===== src/mbus_pkg.sv =====
// Shared constants, frame layout and the checksum step of the serial register protocol.
`default_nettype none
package mbus_pkg;
  localparam int CLK_MHZ = 10;
  // One character at 9600 bit/s with 11 bits, rounded up to whole microseconds.
  localparam int CHAR_TIME_US = 1146;
  localparam int CHAR_CYCLES = CHAR_TIME_US * CLK_MHZ;
  // Idle gap of three and a half characters that closes a frame.
  localparam int GAP_TIME_US = 4011;
  localparam int GAP_CYCLES = GAP_TIME_US * CLK_MHZ;
  // Longest wait of the host for the end of an answer.
  localparam int TIMEOUT_US = 100000;
  localparam int TIMEOUT_CYCLES = TIMEOUT_US * CLK_MHZ;
  localparam int BYTE_W = 8;
  localparam int WORD_W = 16;
  localparam int FIFO_DEPTH = 8;
  localparam int RX_DEPTH = 64;
  localparam logic [15:0] CRC_INIT = 16'hFFFF;
  localparam logic [15:0] CRC_POLY = 16'hA001;
  localparam int CRC_STEPS = 8;
  localparam logic [7:0] FC_READ = 8'h03;
  localparam logic [7:0] FC_WRITE = 8'h10;
  localparam logic [7:0] EXC_FLAG = 8'h80;
  localparam logic [7:0] ERR_FUNC = 8'h81;
  localparam logic [7:0] ERR_ADDR = 8'h82;
  localparam logic [7:0] ERR_VALUE = 8'h83;
  localparam logic [15:0] ENERGY_CLR_START = 16'h000C;
  localparam logic [15:0] ENERGY_CLR_COUNT = 16'h0002;
  localparam logic [15:0] MAX_REGS = 16'h001B;
  // Byte positions inside a request frame.
  localparam int OFS_ADDR = 0;
  localparam int OFS_FC = 1;
  localparam int OFS_START = 2;
  localparam int OFS_COUNT = 4;
  localparam int OFS_BCNT = 6;
  localparam int OFS_WDATA = 7;
  localparam logic [6:0] READ_REQ_LEN = 7'h08;
  localparam logic [6:0] WRITE_OVERHEAD = 7'h09;
  localparam logic [6:0] MIN_FRAME_LEN = 7'h04;
  localparam logic [6:0] EXC_BODY_LEN = 7'h03;
  localparam logic [6:0] WRITE_ACK_LEN = 7'h06;
  localparam logic [6:0] READ_HDR_LEN = 7'h03;

  typedef enum logic [1:0] {D_RX, D_CHECK, D_EXEC, D_TX} dev_state_type;
  typedef enum logic [1:0] {H_IDLE, H_SEND, H_RECV, H_GAP} host_state_type;

  // Folds one byte into the checksum: xor into the low byte, then eight shift steps.
  function automatic logic [15:0] crc_byte(input logic [15:0] crc_in, input logic [7:0] data);
    logic [15:0] c;
    c = crc_in ^ {8'h00, data};
    for (int i = 0; i < CRC_STEPS; i++)
    begin
      c = c[0] ? ((c >> 1) ^ CRC_POLY) : (c >> 1);
    end
    return c;
  endfunction
endpackage
`default_nettype wire


===== src/mbus_link_if.sv =====
// Byte link between the host end and the slave end of the half-duplex line.
`timescale 1ns/1ps
`default_nettype none
interface mbus_link_if;
  logic [7:0] req_data;
  logic       req_valid;
  logic       req_ready;
  logic [7:0] rsp_data;
  logic       rsp_valid;
  logic       rsp_ready;
  logic       rsp_drive;
  modport slave (input req_data, input req_valid, output req_ready,
                 output rsp_data, output rsp_valid, output rsp_drive, input rsp_ready);
  modport master (output req_data, output req_valid, input req_ready,
                  input rsp_data, input rsp_valid, input rsp_drive, output rsp_ready);
endinterface
`default_nettype wire


===== src/mbus_slave_end.sv =====
// Slave end: receive FIFO, frame checker, register access sequencer and answer sender.
`timescale 1ns/1ps
`default_nettype none
module byte_fifo #(
  parameter int W = 8,
  parameter int DEPTH = 8
) (
  input  wire logic         ref_clk,
  input  wire logic         rst_n,
  input  wire logic         in_valid,
  output logic              in_ready,
  input  wire logic [W-1:0] in_data,
  output logic              out_valid,
  input  wire logic         out_ready,
  output logic [W-1:0]      out_data
);
  localparam int AW = $clog2(DEPTH);
  typedef struct packed {
    logic [AW:0] wr;
    logic [AW:0] rd;
  } fifo_reg_type;
  fifo_reg_type cur_ff;
  fifo_reg_type nxt_ff;
  logic [W-1:0] mem [DEPTH];

  // Full when the pointers differ only in the wrap bit, empty when equal.
  assign in_ready = !((cur_ff.wr[AW] != cur_ff.rd[AW]) && (cur_ff.wr[AW-1:0] == cur_ff.rd[AW-1:0]));
  assign out_valid = (cur_ff.wr != cur_ff.rd);
  assign out_data = mem[cur_ff.rd[AW-1:0]];

  // Pointer advance on each accepted push and pop.
  always_comb
  begin
    nxt_ff = cur_ff;
    if (in_valid && in_ready)
      nxt_ff.wr = cur_ff.wr + 1'b1;
    if (out_valid && out_ready)
      nxt_ff.rd = cur_ff.rd + 1'b1;
  end

  // Pointer registers and the storage write.
  always_ff @(posedge ref_clk)
  begin
    if (!rst_n)
      cur_ff <= '0;
    else
      cur_ff <= nxt_ff;
    if (in_valid && in_ready)
      mem[cur_ff.wr[AW-1:0]] <= in_data;
  end
endmodule

// Behaviour
// - Answer only frames carrying our own address.
// - Drive line only while answering a query.
// - Support read 03H and write 10H.
// - Checksum starts at all ones.
// - Xor each byte into checksum low byte.
// - Shift right, xor polynomial on carry out.
// - Eight shift steps per byte.
// - Append checksum; mismatching received checksum is error.
// - Words and fields travel high byte first.
// - Read request: address, code, start, count, checksum.
// - Read answer: address, code, byte count, data.
// - Write request adds byte count and data words.
// - Write answer echoes start and count.
// - Exception: address, code with top bit, error.
// - Unsupported function code answers error 81.
// - Address outside range answers error 82.
// - Value outside range answers error 83.
// - Zero write of two at 000CH clears energy.
// - Checksum low byte sent first.
// - Failed frame gets no answer at all.
// - Characters carry start, eight data, parity, stop.
module mbus_slave_end #(
  parameter int GAP_CYC = mbus_pkg::GAP_CYCLES,
  parameter int CHAR_CYC = mbus_pkg::CHAR_CYCLES
) (
  input  wire logic                        ref_clk,
  input  wire logic                        rst_n,
  mbus_link_if.slave                       link,
  input  wire logic [mbus_pkg::BYTE_W-1:0] slave_addr,
  output logic [mbus_pkg::WORD_W-1:0]      reg_addr,
  output logic                             reg_write,
  output logic [mbus_pkg::WORD_W-1:0]      reg_wdata,
  output logic                             reg_we,
  input  wire logic [mbus_pkg::WORD_W-1:0] reg_rdata,
  input  wire logic                        reg_addr_ok,
  input  wire logic                        reg_val_ok,
  output logic                             energy_clear
);
  import mbus_pkg::*;

  typedef struct packed {
    dev_state_type state;
    logic [15:0]   gap;
    logic [15:0]   pace;
    logic [6:0]    len;
    logic          ovf;
    logic [15:0]   crc;
    logic [6:0]    idx;
    logic [7:0]    err;
    logic          exc;
  } dev_reg_type;
  dev_reg_type cur_ff;
  dev_reg_type nxt_ff;
  logic [7:0]  rx_mem [RX_DEPTH];

  logic        fifo_out_valid;
  logic [7:0]  fifo_out_data;
  logic        fifo_in_ready;
  logic        rx_phase;
  logic [7:0]  fc;
  logic [15:0] start;
  logic [15:0] count;
  logic [7:0]  bcnt;
  logic        is_wr;
  logic [6:0]  wofs;
  logic [6:0]  tx_len;
  logic [6:0]  rd_pos;
  logic [7:0]  tx_byte;
  logic        clr_data_zero;

  // Bytes enter only while listening; the FIFO stalls the host when full.
  assign rx_phase = (cur_ff.state == D_RX);
  assign link.req_ready = fifo_in_ready && rx_phase;

  byte_fifo #(.W(BYTE_W), .DEPTH(FIFO_DEPTH)) u_rx_fifo (
    .ref_clk   (ref_clk),
    .rst_n     (rst_n),
    .in_valid  (link.req_valid && rx_phase),
    .in_ready  (fifo_in_ready),
    .in_data   (link.req_data),
    .out_valid (fifo_out_valid),
    .out_ready (rx_phase),
    .out_data  (fifo_out_data)
  );

  // Request fields, all high byte first.
  assign fc = rx_mem[OFS_FC];
  assign start = {rx_mem[OFS_START], rx_mem[OFS_START+1]};
  assign count = {rx_mem[OFS_COUNT], rx_mem[OFS_COUNT+1]};
  assign bcnt = rx_mem[OFS_BCNT];
  assign is_wr = (fc == FC_WRITE);
  assign wofs = 7'(OFS_WDATA) + {cur_ff.idx[5:0], 1'b0};
  assign reg_wdata = {rx_mem[wofs[5:0]], rx_mem[6'(wofs + 7'h01)]};
  assign reg_write = is_wr;
  assign clr_data_zero = ({rx_mem[OFS_WDATA], rx_mem[OFS_WDATA+1], rx_mem[OFS_WDATA+2],
                           rx_mem[OFS_WDATA+3]} == 32'h0000_0000);
  assign rd_pos = cur_ff.idx - READ_HDR_LEN;

  // Register address: walk from the start during checks, then follow the answer bytes.
  always_comb
  begin
    if (cur_ff.state == D_TX)
      reg_addr = start + {10'h000, rd_pos[6:1]};
    else
      reg_addr = start + {9'h000, cur_ff.idx};
  end

  // Answer body length and the byte at the current position.
  always_comb
  begin
    if (cur_ff.exc)
      tx_len = EXC_BODY_LEN;
    else if (is_wr)
      tx_len = WRITE_ACK_LEN;
    else
      tx_len = READ_HDR_LEN + {count[5:0], 1'b0};
    if (cur_ff.idx == tx_len)
      tx_byte = cur_ff.crc[7:0];
    else if (cur_ff.idx == tx_len + 7'h01)
      tx_byte = cur_ff.crc[15:8];
    else if (cur_ff.idx == 7'h00)
      tx_byte = slave_addr;
    else if (cur_ff.idx == 7'h01)
      tx_byte = cur_ff.exc ? (fc | EXC_FLAG) : fc;
    else if (cur_ff.exc)
      tx_byte = cur_ff.err;
    else if (is_wr)
      tx_byte = rx_mem[cur_ff.idx[5:0]];
    else if (cur_ff.idx == 7'h02)
      tx_byte = {count[6:0], 1'b0};
    else
      tx_byte = rd_pos[0] ? reg_rdata[7:0] : reg_rdata[15:8];
  end

  assign link.rsp_data = tx_byte;
  assign link.rsp_valid = (cur_ff.state == D_TX) && (cur_ff.pace == 16'h0000);
  assign link.rsp_drive = (cur_ff.state == D_TX);

  // Sequencer: gather a frame, judge it, check and apply registers, then answer.
  always_comb
  begin
    nxt_ff = cur_ff;
    reg_we = 1'b0;
    energy_clear = 1'b0;
    case (cur_ff.state)
      D_RX:
      begin
        if (link.req_valid && link.req_ready)
          nxt_ff.gap = 16'h0000;
        else if (cur_ff.gap != 16'(GAP_CYC - 1))
          nxt_ff.gap = cur_ff.gap + 16'h0001;
        if (fifo_out_valid)
        begin
          if (cur_ff.len == 7'(RX_DEPTH))
            nxt_ff.ovf = 1'b1;
          else
            nxt_ff.len = cur_ff.len + 7'h01;
          nxt_ff.crc = crc_byte(cur_ff.crc, fifo_out_data);
        end
        else if ((cur_ff.gap == 16'(GAP_CYC - 1)) && (cur_ff.len != 7'h00))
        begin
          nxt_ff.len = 7'h00;
          nxt_ff.ovf = 1'b0;
          nxt_ff.crc = CRC_INIT;
          nxt_ff.idx = 7'h00;
          nxt_ff.exc = 1'b0;
          // A whole frame with its checksum leaves a zero residue.
          if (!cur_ff.ovf && (cur_ff.crc == 16'h0000) && (cur_ff.len >= MIN_FRAME_LEN)
              && (rx_mem[OFS_ADDR] == slave_addr))
          begin
            if ((fc != FC_READ) && !is_wr)
            begin
              nxt_ff.exc = 1'b1;
              nxt_ff.err = ERR_FUNC;
              nxt_ff.state = D_TX;
            end
            else if (is_wr ? ((cur_ff.len != WRITE_OVERHEAD + 7'(bcnt))
                              || ({8'h00, bcnt} != {count[14:0], 1'b0}))
                           : (cur_ff.len != READ_REQ_LEN))
              nxt_ff.state = D_RX;
            else if ((count == 16'h0000) || (count > MAX_REGS)
                     || (({1'b0, start} + {1'b0, count}) > 17'h10000))
            begin
              nxt_ff.exc = 1'b1;
              nxt_ff.err = ERR_ADDR;
              nxt_ff.state = D_TX;
            end
            else
              nxt_ff.state = D_CHECK;
          end
        end
      end
      D_CHECK:
      begin
        if (!reg_addr_ok)
        begin
          nxt_ff.exc = 1'b1;
          nxt_ff.err = ERR_ADDR;
          nxt_ff.idx = 7'h00;
          nxt_ff.state = D_TX;
        end
        else if (is_wr && !reg_val_ok)
        begin
          nxt_ff.exc = 1'b1;
          nxt_ff.err = ERR_VALUE;
          nxt_ff.idx = 7'h00;
          nxt_ff.state = D_TX;
        end
        else if ({9'h000, cur_ff.idx} == count - 16'h0001)
        begin
          nxt_ff.idx = 7'h00;
          nxt_ff.state = is_wr ? D_EXEC : D_TX;
        end
        else
          nxt_ff.idx = cur_ff.idx + 7'h01;
      end
      D_EXEC:
      begin
        reg_we = 1'b1;
        if ({9'h000, cur_ff.idx} == count - 16'h0001)
        begin
          energy_clear = (start == ENERGY_CLR_START) && (count == ENERGY_CLR_COUNT)
                         && clr_data_zero;
          nxt_ff.idx = 7'h00;
          nxt_ff.state = D_TX;
        end
        else
          nxt_ff.idx = cur_ff.idx + 7'h01;
      end
      D_TX:
      begin
        if (cur_ff.pace != 16'h0000)
          nxt_ff.pace = cur_ff.pace - 16'h0001;
        else if (link.rsp_ready)
        begin
          nxt_ff.pace = 16'(CHAR_CYC - 1);
          if (cur_ff.idx < tx_len)
            nxt_ff.crc = crc_byte(cur_ff.crc, tx_byte);
          if (cur_ff.idx == tx_len + 7'h01)
          begin
            nxt_ff.state = D_RX;
            nxt_ff.idx = 7'h00;
            nxt_ff.crc = CRC_INIT;
            nxt_ff.pace = 16'h0000;
            nxt_ff.gap = 16'h0000;
            nxt_ff.exc = 1'b0;
          end
          else
            nxt_ff.idx = cur_ff.idx + 7'h01;
        end
      end
      default:
        nxt_ff.state = D_RX;
    endcase
  end

  // State register and capture of frame bytes as they leave the FIFO.
  always_ff @(posedge ref_clk)
  begin
    if (!rst_n)
    begin
      cur_ff <= '0;
      cur_ff.state <= D_RX;
      cur_ff.crc <= CRC_INIT;
    end
    else
      cur_ff <= nxt_ff;
    if (rx_phase && fifo_out_valid && (cur_ff.len != 7'(RX_DEPTH)))
      rx_mem[cur_ff.len[5:0]] <= fifo_out_data;
  end
endmodule
`default_nettype wire


===== src/flat_wrapper.sv =====
// flat-port wrapper written by rule: the top's interface ports become plain ports
module mbus_slave_end_flat import mbus_pkg::*;
#(
  parameter int GAP_CYC = mbus_pkg::GAP_CYCLES,
  parameter int CHAR_CYC = mbus_pkg::CHAR_CYCLES
)
  (ref_clk, rst_n, slave_addr, reg_addr, reg_write, reg_wdata, reg_we, reg_rdata, reg_addr_ok, reg_val_ok, energy_clear, link_req_data, link_req_valid, link_req_ready, link_rsp_data, link_rsp_valid, link_rsp_drive, link_rsp_ready);
  mbus_link_if link_i ();
  input  wire logic ref_clk;
  input  wire logic rst_n;
  input  wire logic [mbus_pkg::BYTE_W-1:0] slave_addr;
  output logic [mbus_pkg::WORD_W-1:0] reg_addr;
  output logic reg_write;
  output logic [mbus_pkg::WORD_W-1:0] reg_wdata;
  output logic reg_we;
  input  wire logic [mbus_pkg::WORD_W-1:0] reg_rdata;
  input  wire logic reg_addr_ok;
  input  wire logic reg_val_ok;
  output logic energy_clear;
  input wire logic [$bits(link_i.req_data)-1:0] link_req_data;
  input wire logic [$bits(link_i.req_valid)-1:0] link_req_valid;
  output wire logic [$bits(link_i.req_ready)-1:0] link_req_ready;
  output wire logic [$bits(link_i.rsp_data)-1:0] link_rsp_data;
  output wire logic [$bits(link_i.rsp_valid)-1:0] link_rsp_valid;
  output wire logic [$bits(link_i.rsp_drive)-1:0] link_rsp_drive;
  input wire logic [$bits(link_i.rsp_ready)-1:0] link_rsp_ready;
  assign link_i.req_data = link_req_data;
  assign link_i.req_valid = link_req_valid;
  assign link_req_ready = link_i.req_ready;
  assign link_rsp_data = link_i.rsp_data;
  assign link_rsp_valid = link_i.rsp_valid;
  assign link_rsp_drive = link_i.rsp_drive;
  assign link_i.rsp_ready = link_rsp_ready;
  mbus_slave_end #(.GAP_CYC(GAP_CYC), .CHAR_CYC(CHAR_CYC)) u_core (.ref_clk(ref_clk), .rst_n(rst_n), .link(link_i), .slave_addr(slave_addr), .reg_addr(reg_addr), .reg_write(reg_write), .reg_wdata(reg_wdata), .reg_we(reg_we), .reg_rdata(reg_rdata), .reg_addr_ok(reg_addr_ok), .reg_val_ok(reg_val_ok), .energy_clear(energy_clear));
endmodule

===== config.mk =====
export PLATFORM = sky130hd
export DESIGN_NAME = mbus_slave_end_flat
export DESIGN_NICKNAME = d
export VERILOG_FILES = /design/src/mbus_pkg.sv /design/src/mbus_link_if.sv /design/src/mbus_slave_end.sv /design/src/flat_wrapper.sv
export SDC_FILE = /design/constraint.sdc
export NUM_CORES = 1
export LEC_CHECK = 0
export BUFFER_PORTS_ARGS = -buffer_cell sky130_fd_sc_hd__buf_2
export CELL_PAD_IN_SITES_DETAIL_PLACEMENT = 0
export CELL_PAD_IN_SITES_GLOBAL_PLACEMENT = 1
export CORE_MARGIN = 10
export CORE_UTILIZATION = 25
export CTS_CLUSTER_SIZE = 30
export DETAILED_ROUTE_END_ITERATION = 7
export PLACE_DENSITY = 0.47
export SLEW_MARGIN = 20
export SYNTH_ARGS = -nofsm -noshare
export SYNTH_HDL_FRONTEND = slang
export SYNTH_SLANG_ARGS = --single-unit

===== constraint.sdc =====
create_clock -name ref_clk -period 6.9 [get_ports ref_clk]
set_input_delay 0.69 -clock ref_clk [delete_from_list [all_inputs] [get_ports ref_clk]]
set_output_delay 0.69 -clock ref_clk [all_outputs]
set_load 0.01 [all_outputs]

# Yosys cells after proc, flatten, opt, wreduce, memory -nomap -nowiden
# Memories as Yosys holds them, arrays and structs flattened. A register that Yosys moved wholly into a read port is not among the register bits.
# Cells that the tools add are included.
dict set report word_totals {
  input_bits 38
  ff_bits 82
  elab_cells 219
  ramBits 576
  output_inout_bits 46
  mem_count 2
}
# memory words word_bits read_ports rd_clocked_by_memory_dff write_ports line_no
set mem_list {}
lappend mem_list {u_core.rx_mem 64 8 14 1 1 mbus_slave_end.sv:107} ;# logic [7:0] rx_mem [RX_DEPTH];
lappend mem_list {u_core.u_rx_fifo.mem 8 8 1 1 1 mbus_slave_end.sv:24} ;# logic [W-1:0] mem [DEPTH];
dict set report op_classes {
  n_reduce_logical 45
  n_eq_ne 39
  bitwise_logic 18
  add_sub_neg 16
  magnitude_cmp 4
  muxes 84
}
# op count
set op_table {}
lappend op_table {{16-bit 2-to-1 mux} 24}
lappend op_table {{8-bit 2-to-1 mux} 9}
lappend op_table {{34-bit 2-to-1 mux} 2}
lappend op_table {{16-bit case mux with 2 select lines} 2}
lappend op_table {{16-bit logical NOT} 3}
lappend op_table {{2-bit inverter with 3-bit output} 16}
lappend op_table {{23-bit 2-to-1 mux} 2}
lappend op_table {{9-bit 2-to-1 mux} 5}
lappend op_table {{7-bit 2-to-1 mux} 6}
lappend op_table {{40-bit 2-to-1 mux} 1}
lappend op_table {{32-bit logical NOT} 1}
lappend op_table {{16-bit by 1-bit subtractor with 16-bit output (second input constant)} 2}
lappend op_table {{16-bit by 8-bit XOR with 16-bit output} 2}
lappend op_table {{7-bit case mux with 4 select lines} 1}
lappend op_table {{24-bit 2-to-1 mux} 1}
lappend op_table {{7-bit by 1-bit adder with 7-bit output (second input constant)} 3}
lappend op_table {{2-bit 2-to-1 mux} 10}
lappend op_table {{18-bit 2-to-1 mux} 1}
lappend op_table {{16-bit by 16-bit adder with 17-bit output} 1}
lappend op_table {{17-bit > comparator (second input constant)} 1}
lappend op_table {{16-bit by 1-bit adder with 16-bit output (second input constant)} 1}
lappend op_table {{16-bit by 6-bit adder with 16-bit output} 1}
lappend op_table {{16-bit by 7-bit adder with 16-bit output} 1}
lappend op_table {{16-bit equality test (second input constant)} 1}
lappend op_table {{other kinds (56)} 109}

# Depth between registers and ports, before layout
dict set report depth {
  word_depth 33
  ltp_mapped 22
  ltp_nobuf 19
}

# Cells and area by module
# From an unflattened synthesis, not the netlist that was laid out.
dict set report hier_totals {
  hier_cells 2321
  area_unflattened_um2 35385.2
}
# mod seq_area_each_um2 area_each_um2 cells_per_inst n_inst
set by_module_without_submodules {}
lappend by_module_without_submodules {mbus_slave_end 16876.2 32050.7 2142 1}
lappend by_module_without_submodules {byte_fifo 2142.1 3334.4 179 1}

# Worst setup path before layout
# Ideal clock, no wire load.
dict set report synth_timing {
  kind {register to output}
  from {register u_core.cur_ff[9] (netlist name)}
  to {output reg_addr[12] (netlist name)}
  path_stages_with_launch 23
  n_path_buf 8
  slack_ps 1025
  required_ps 6210
  arrival_ps 5185
  cell_sequence {dfxtp_1 clkbuf_1 clkbuf_1 buf_1 clkbuf_1 inv_1 ha_1 clkbuf_1 clkbuf_1 clkbuf_1 buf_1 nand2_1 o21ai_0 ha_1 fa_1 a21o_1 a21oi_1 o21bai_1 a21oi_1 nor2b_1 o21bai_1 nor2_1 xor2_1}
}
dict set report synth_between {
  elab_chain_len 3
  elab_cells_between_ends 4
  classes_between {3 x add/sub; 1 x mux}
}
# item line_no
set synth_rtl {}
lappend synth_rtl {{start, declared} mbus_slave_end.sv:105} ;# dev_reg_type cur_ff;
lappend synth_rtl {{start signal, assigned} mbus_slave_end.sv:320} ;# cur_ff <= nxt_ff;
lappend synth_rtl {{7-bit by 2-bit subtractor with 7-bit output} mbus_slave_end.sv:150} ;# assign rd_pos = cur_ff.idx - READ_HDR_LEN;
lappend synth_rtl {{16-bit by 6-bit adder with 16-bit output} mbus_slave_end.sv:156} ;# reg_addr = start + {10'h000, rd_pos[6:1]};
lappend synth_rtl {{16-bit 2-to-1 mux (*)} mbus_slave_end.sv:155} ;# if (cur_ff.state == D_TX)
lappend synth_rtl {{end, declared} flat_wrapper.sv:12} ;# output logic [mbus_pkg::WORD_W-1:0] reg_addr;
# Every way passes the cells marked *; elsewhere a longest branch is shown, timed or not.

==> summary.txt <==
Timing
  • Fmax: 162 MHz
  • Tmin final: just over 6 ns
  • Slew margin rel.: 22.3%
  • Fin Hold WS: 0.313 ns
  • Final Hold Fails: 0
  • PnR worst setup slack: 0.745 ns
  • RSZ-0062 raised after global routing: false
  • Final Max Tran Viols: 0
  • Worst-Margin Slew: 1.16 ns
  • Setup Skew: 0.0267 ns
  • Tcrit/Tclk final: between 80% and 90%
  • TNS Setup: 0 ns
  • Final setup vio count: 0

Clock network
  • Hold-fix buffers at CTS: 0
  • CTS clk-pin slew, worst paths: 0.06 ns
  • Postcts setup bufs: 0
  • CTS Buffer Depth: 3
  • Depth of the CTS H-tree: 3
  • Clock Sinks: 662
  • TritonCTS clock tree: built
  • Worst skew pair latency: 0.66 ns
  • Post-CTS Resized: 0
  • Root Driver: clkbuf_16
  • Cts bufs inserted: 79

Synthesis
  • Post-Syn Nets: 2426
  • Syn Area/Cell: 14.8 um2
  • Synth cell types: 89
  • Sequential share of the synthesized area: 55.1%
  • Ys flop type: edfxtp_1
  • Yosys top cell by area: edfxtp_1
  • Synth top area share: 50.1%
  • Cells after synthesis: 2333
  • Post-synth ARST share: 0%
  • Flops & latches, synth: about 660
  • Synth area leaders: edfxtp_1, mux4_2, dfxtp_1
  • Mapped cell area: between 0.03 and 0.04 mm2
  • EDFF count, synth: roughly 580
  • Synth Warn #: 0

Status
  • Run status: finished clean

Global routing
  • Pin count of the biggest net entering global routing: 113
  • First-pass GRT wire length: 179000 um
  • Grt total ovfl: 0
  • Initial antenna violation count: 9
  • All-layer global routing usage: between 15 and 20%
  • Vias in the first global route: 22300

Layout
  • Layout area overhead: 15.4%
  • FILL cells: 13600
  • Final Instance Area: ~0.040 mm2
  • Share of cells above drive strength 1: a little over a quarter
  • Final Util: 29.0%
  • Commonest cells after routing, fill and taps aside: edfxtp_1, mux4_2, nor2_1, nand2_1, a21oi_1
  • Most common cell after layout, fill and taps aside: edfxtp_1
  • Multi-input gate area: 0.0148 mm2
  • Finished Layout Cells: 4278
  • Reg area: 0.0190 mm2
  • Final-stage net count: between 2000 and 3000

Floorplan
  • DIE HEIGHT: a little under 400 um
  • Placement Rows: 136
  • Core area: 0.137 mm2
  • Initial Utilization: 25.1%
  • Die area: 0.153 mm2
  • IO Count: 84
  • Die width: 392 um

Power and ir drop
  • Pwr Total: about 11 mW
  • Leakage: ~12 nW
  • Max rail drop VDD: between 0.00015 and 0.0002 V
  • Power Density: roughly 290 mW/mm2

Setup path
  • WS Path Type: reg2out
  • Crit Path Max Fanout: 16
  • Critical Path AT: 5.47 ns
  • Setup crit end kind: output pin
  • Flop2flop setup slack: 0.90 ns
  • Worst EP required: around 6.2 ns
  • Crit start category: flop

Place
  • Placed instance count: 4134
  • Final HPWL DP: 90200 um
  • Port buffer count: 83
  • Placed Area: 0.0373 mm2
  • Post-Place Setup Slack: 0.891 ns
  • GPL Wtd Cong: 0.855

Detailed routing
  • Routed Antenna Nets: 0
  • Drt pass-1 iters: 5
  • Drt wl/cell: approximately 30 um
  • Initial drt markers: 2402
  • Total routed wirelength: approximately 130000 um
  • Residual DRC: 0
  • Total number of vias: 22600
  • DR vias/cell: roughly 5.3

Job
  • Max-cap viol count: 0

Min path
  • Hold Path Class: in2reg
==> cells in the mapped netlist (all sizes together), types with 10 or more instances <==
library cell	count
o21ai	75
dfxtp	86
nand3	43
ha	53
o211ai	14
xor2	63
o22ai	10
mux2i	59
or3	19
buf	56
a211oi	11
edfxtp	576
clkbuf	88
xnor2	76
nor2	191
inv	46
nand4	29
a21oi	86
nand2	134
mux4	313
nor4	28
or4	11
nand2b	13
a22oi	17
nor2b	18
nor3	42
and3	18
mux2	28
==> kinds of logic after synthesis <==
logic type | after synthesis | synth area share, %
compound gates | 295 | 5.53
xor+xnor | 140 | 3.59
fa+ha+maj | 55 | 2.04
buf+inv | 192 | 2.28
flops | 662 | 55.1
mux | 400 | 23.1
simple gates | 589 | 8.40
==> per-layer routing <==
layer  routed length (um)  part of all wire, %  GRT usage [%]  vias to the layer above
met5                   23                0.018              0                        -
met4                 3080                  2.4           4.27                        4
met3                 9740                  7.6           3.43                      167
met2                59800                   46           26.0                      965
met1                56000                   44           22.6                    11900
li1                     -                    -              -                     9512
==> registers in the layout, summed over array words and instances, names as in the netlist, named ones only <==
register and flops:
u_core.cur_ff 69, u_core.rx_mem 512, u_core.u_rx_fifo.mem 64, u_core.u_rx_fifo.cur_ff 8
==> worst paths after layout <==
path / start / to / cells past startpoint
setup / recovery: u_core.rx_mem[1][2]$_DFFE_PP_ / link_rsp_data[1] / 14
hold / removal: link_req_data[7] / u_core.u_rx_fifo.mem[6][7]$_DFFE_PP_ / 1
setup reg to reg: u_core.rx_mem[1][2]$_DFFE_PP_ / u_core.cur_ff[16]$_SDFFE_PN1P_ / 18
hold reg to reg: u_core.cur_ff[1]$_SDFFE_PN0P_ / u_core.cur_ff[1]$_SDFFE_PN0P_ / 2
==> report_power, final <==
group / switching [mW] / internal (mW)
logic: 1.44 / 0.589
registers: 0.206 / 4.96
clock network: 1.77 / 2.43
==> critical path: stages (launching register included) <==
cell and delay (ns):
edfxtp_1 0.50, or4_4 0.61, or3_1 0.56, inv_2 0.36, nand2_1 0.13, ha_1 0.24
xnor2_1 0.14, or3_1 0.38, a2111oi_4 0.44, nand3_1 0.18, nor2_1 0.51, nand2_1 0.12
o311ai_1 0.22, o21a_1 0.24, buf_2 0.15
==> layout make-up <==
type,count,area share [%]
antenna,1,0.00628
tap,1794,5.63
clock inverter,48,1.19
inverter,48,0.452
timing repair buffer,151,2.45
sequential,662,47.8
multi-input combinational,1479,37.2
clock buffer,95,5.24
Note: power is estimated with default switching activity, not from simulation.
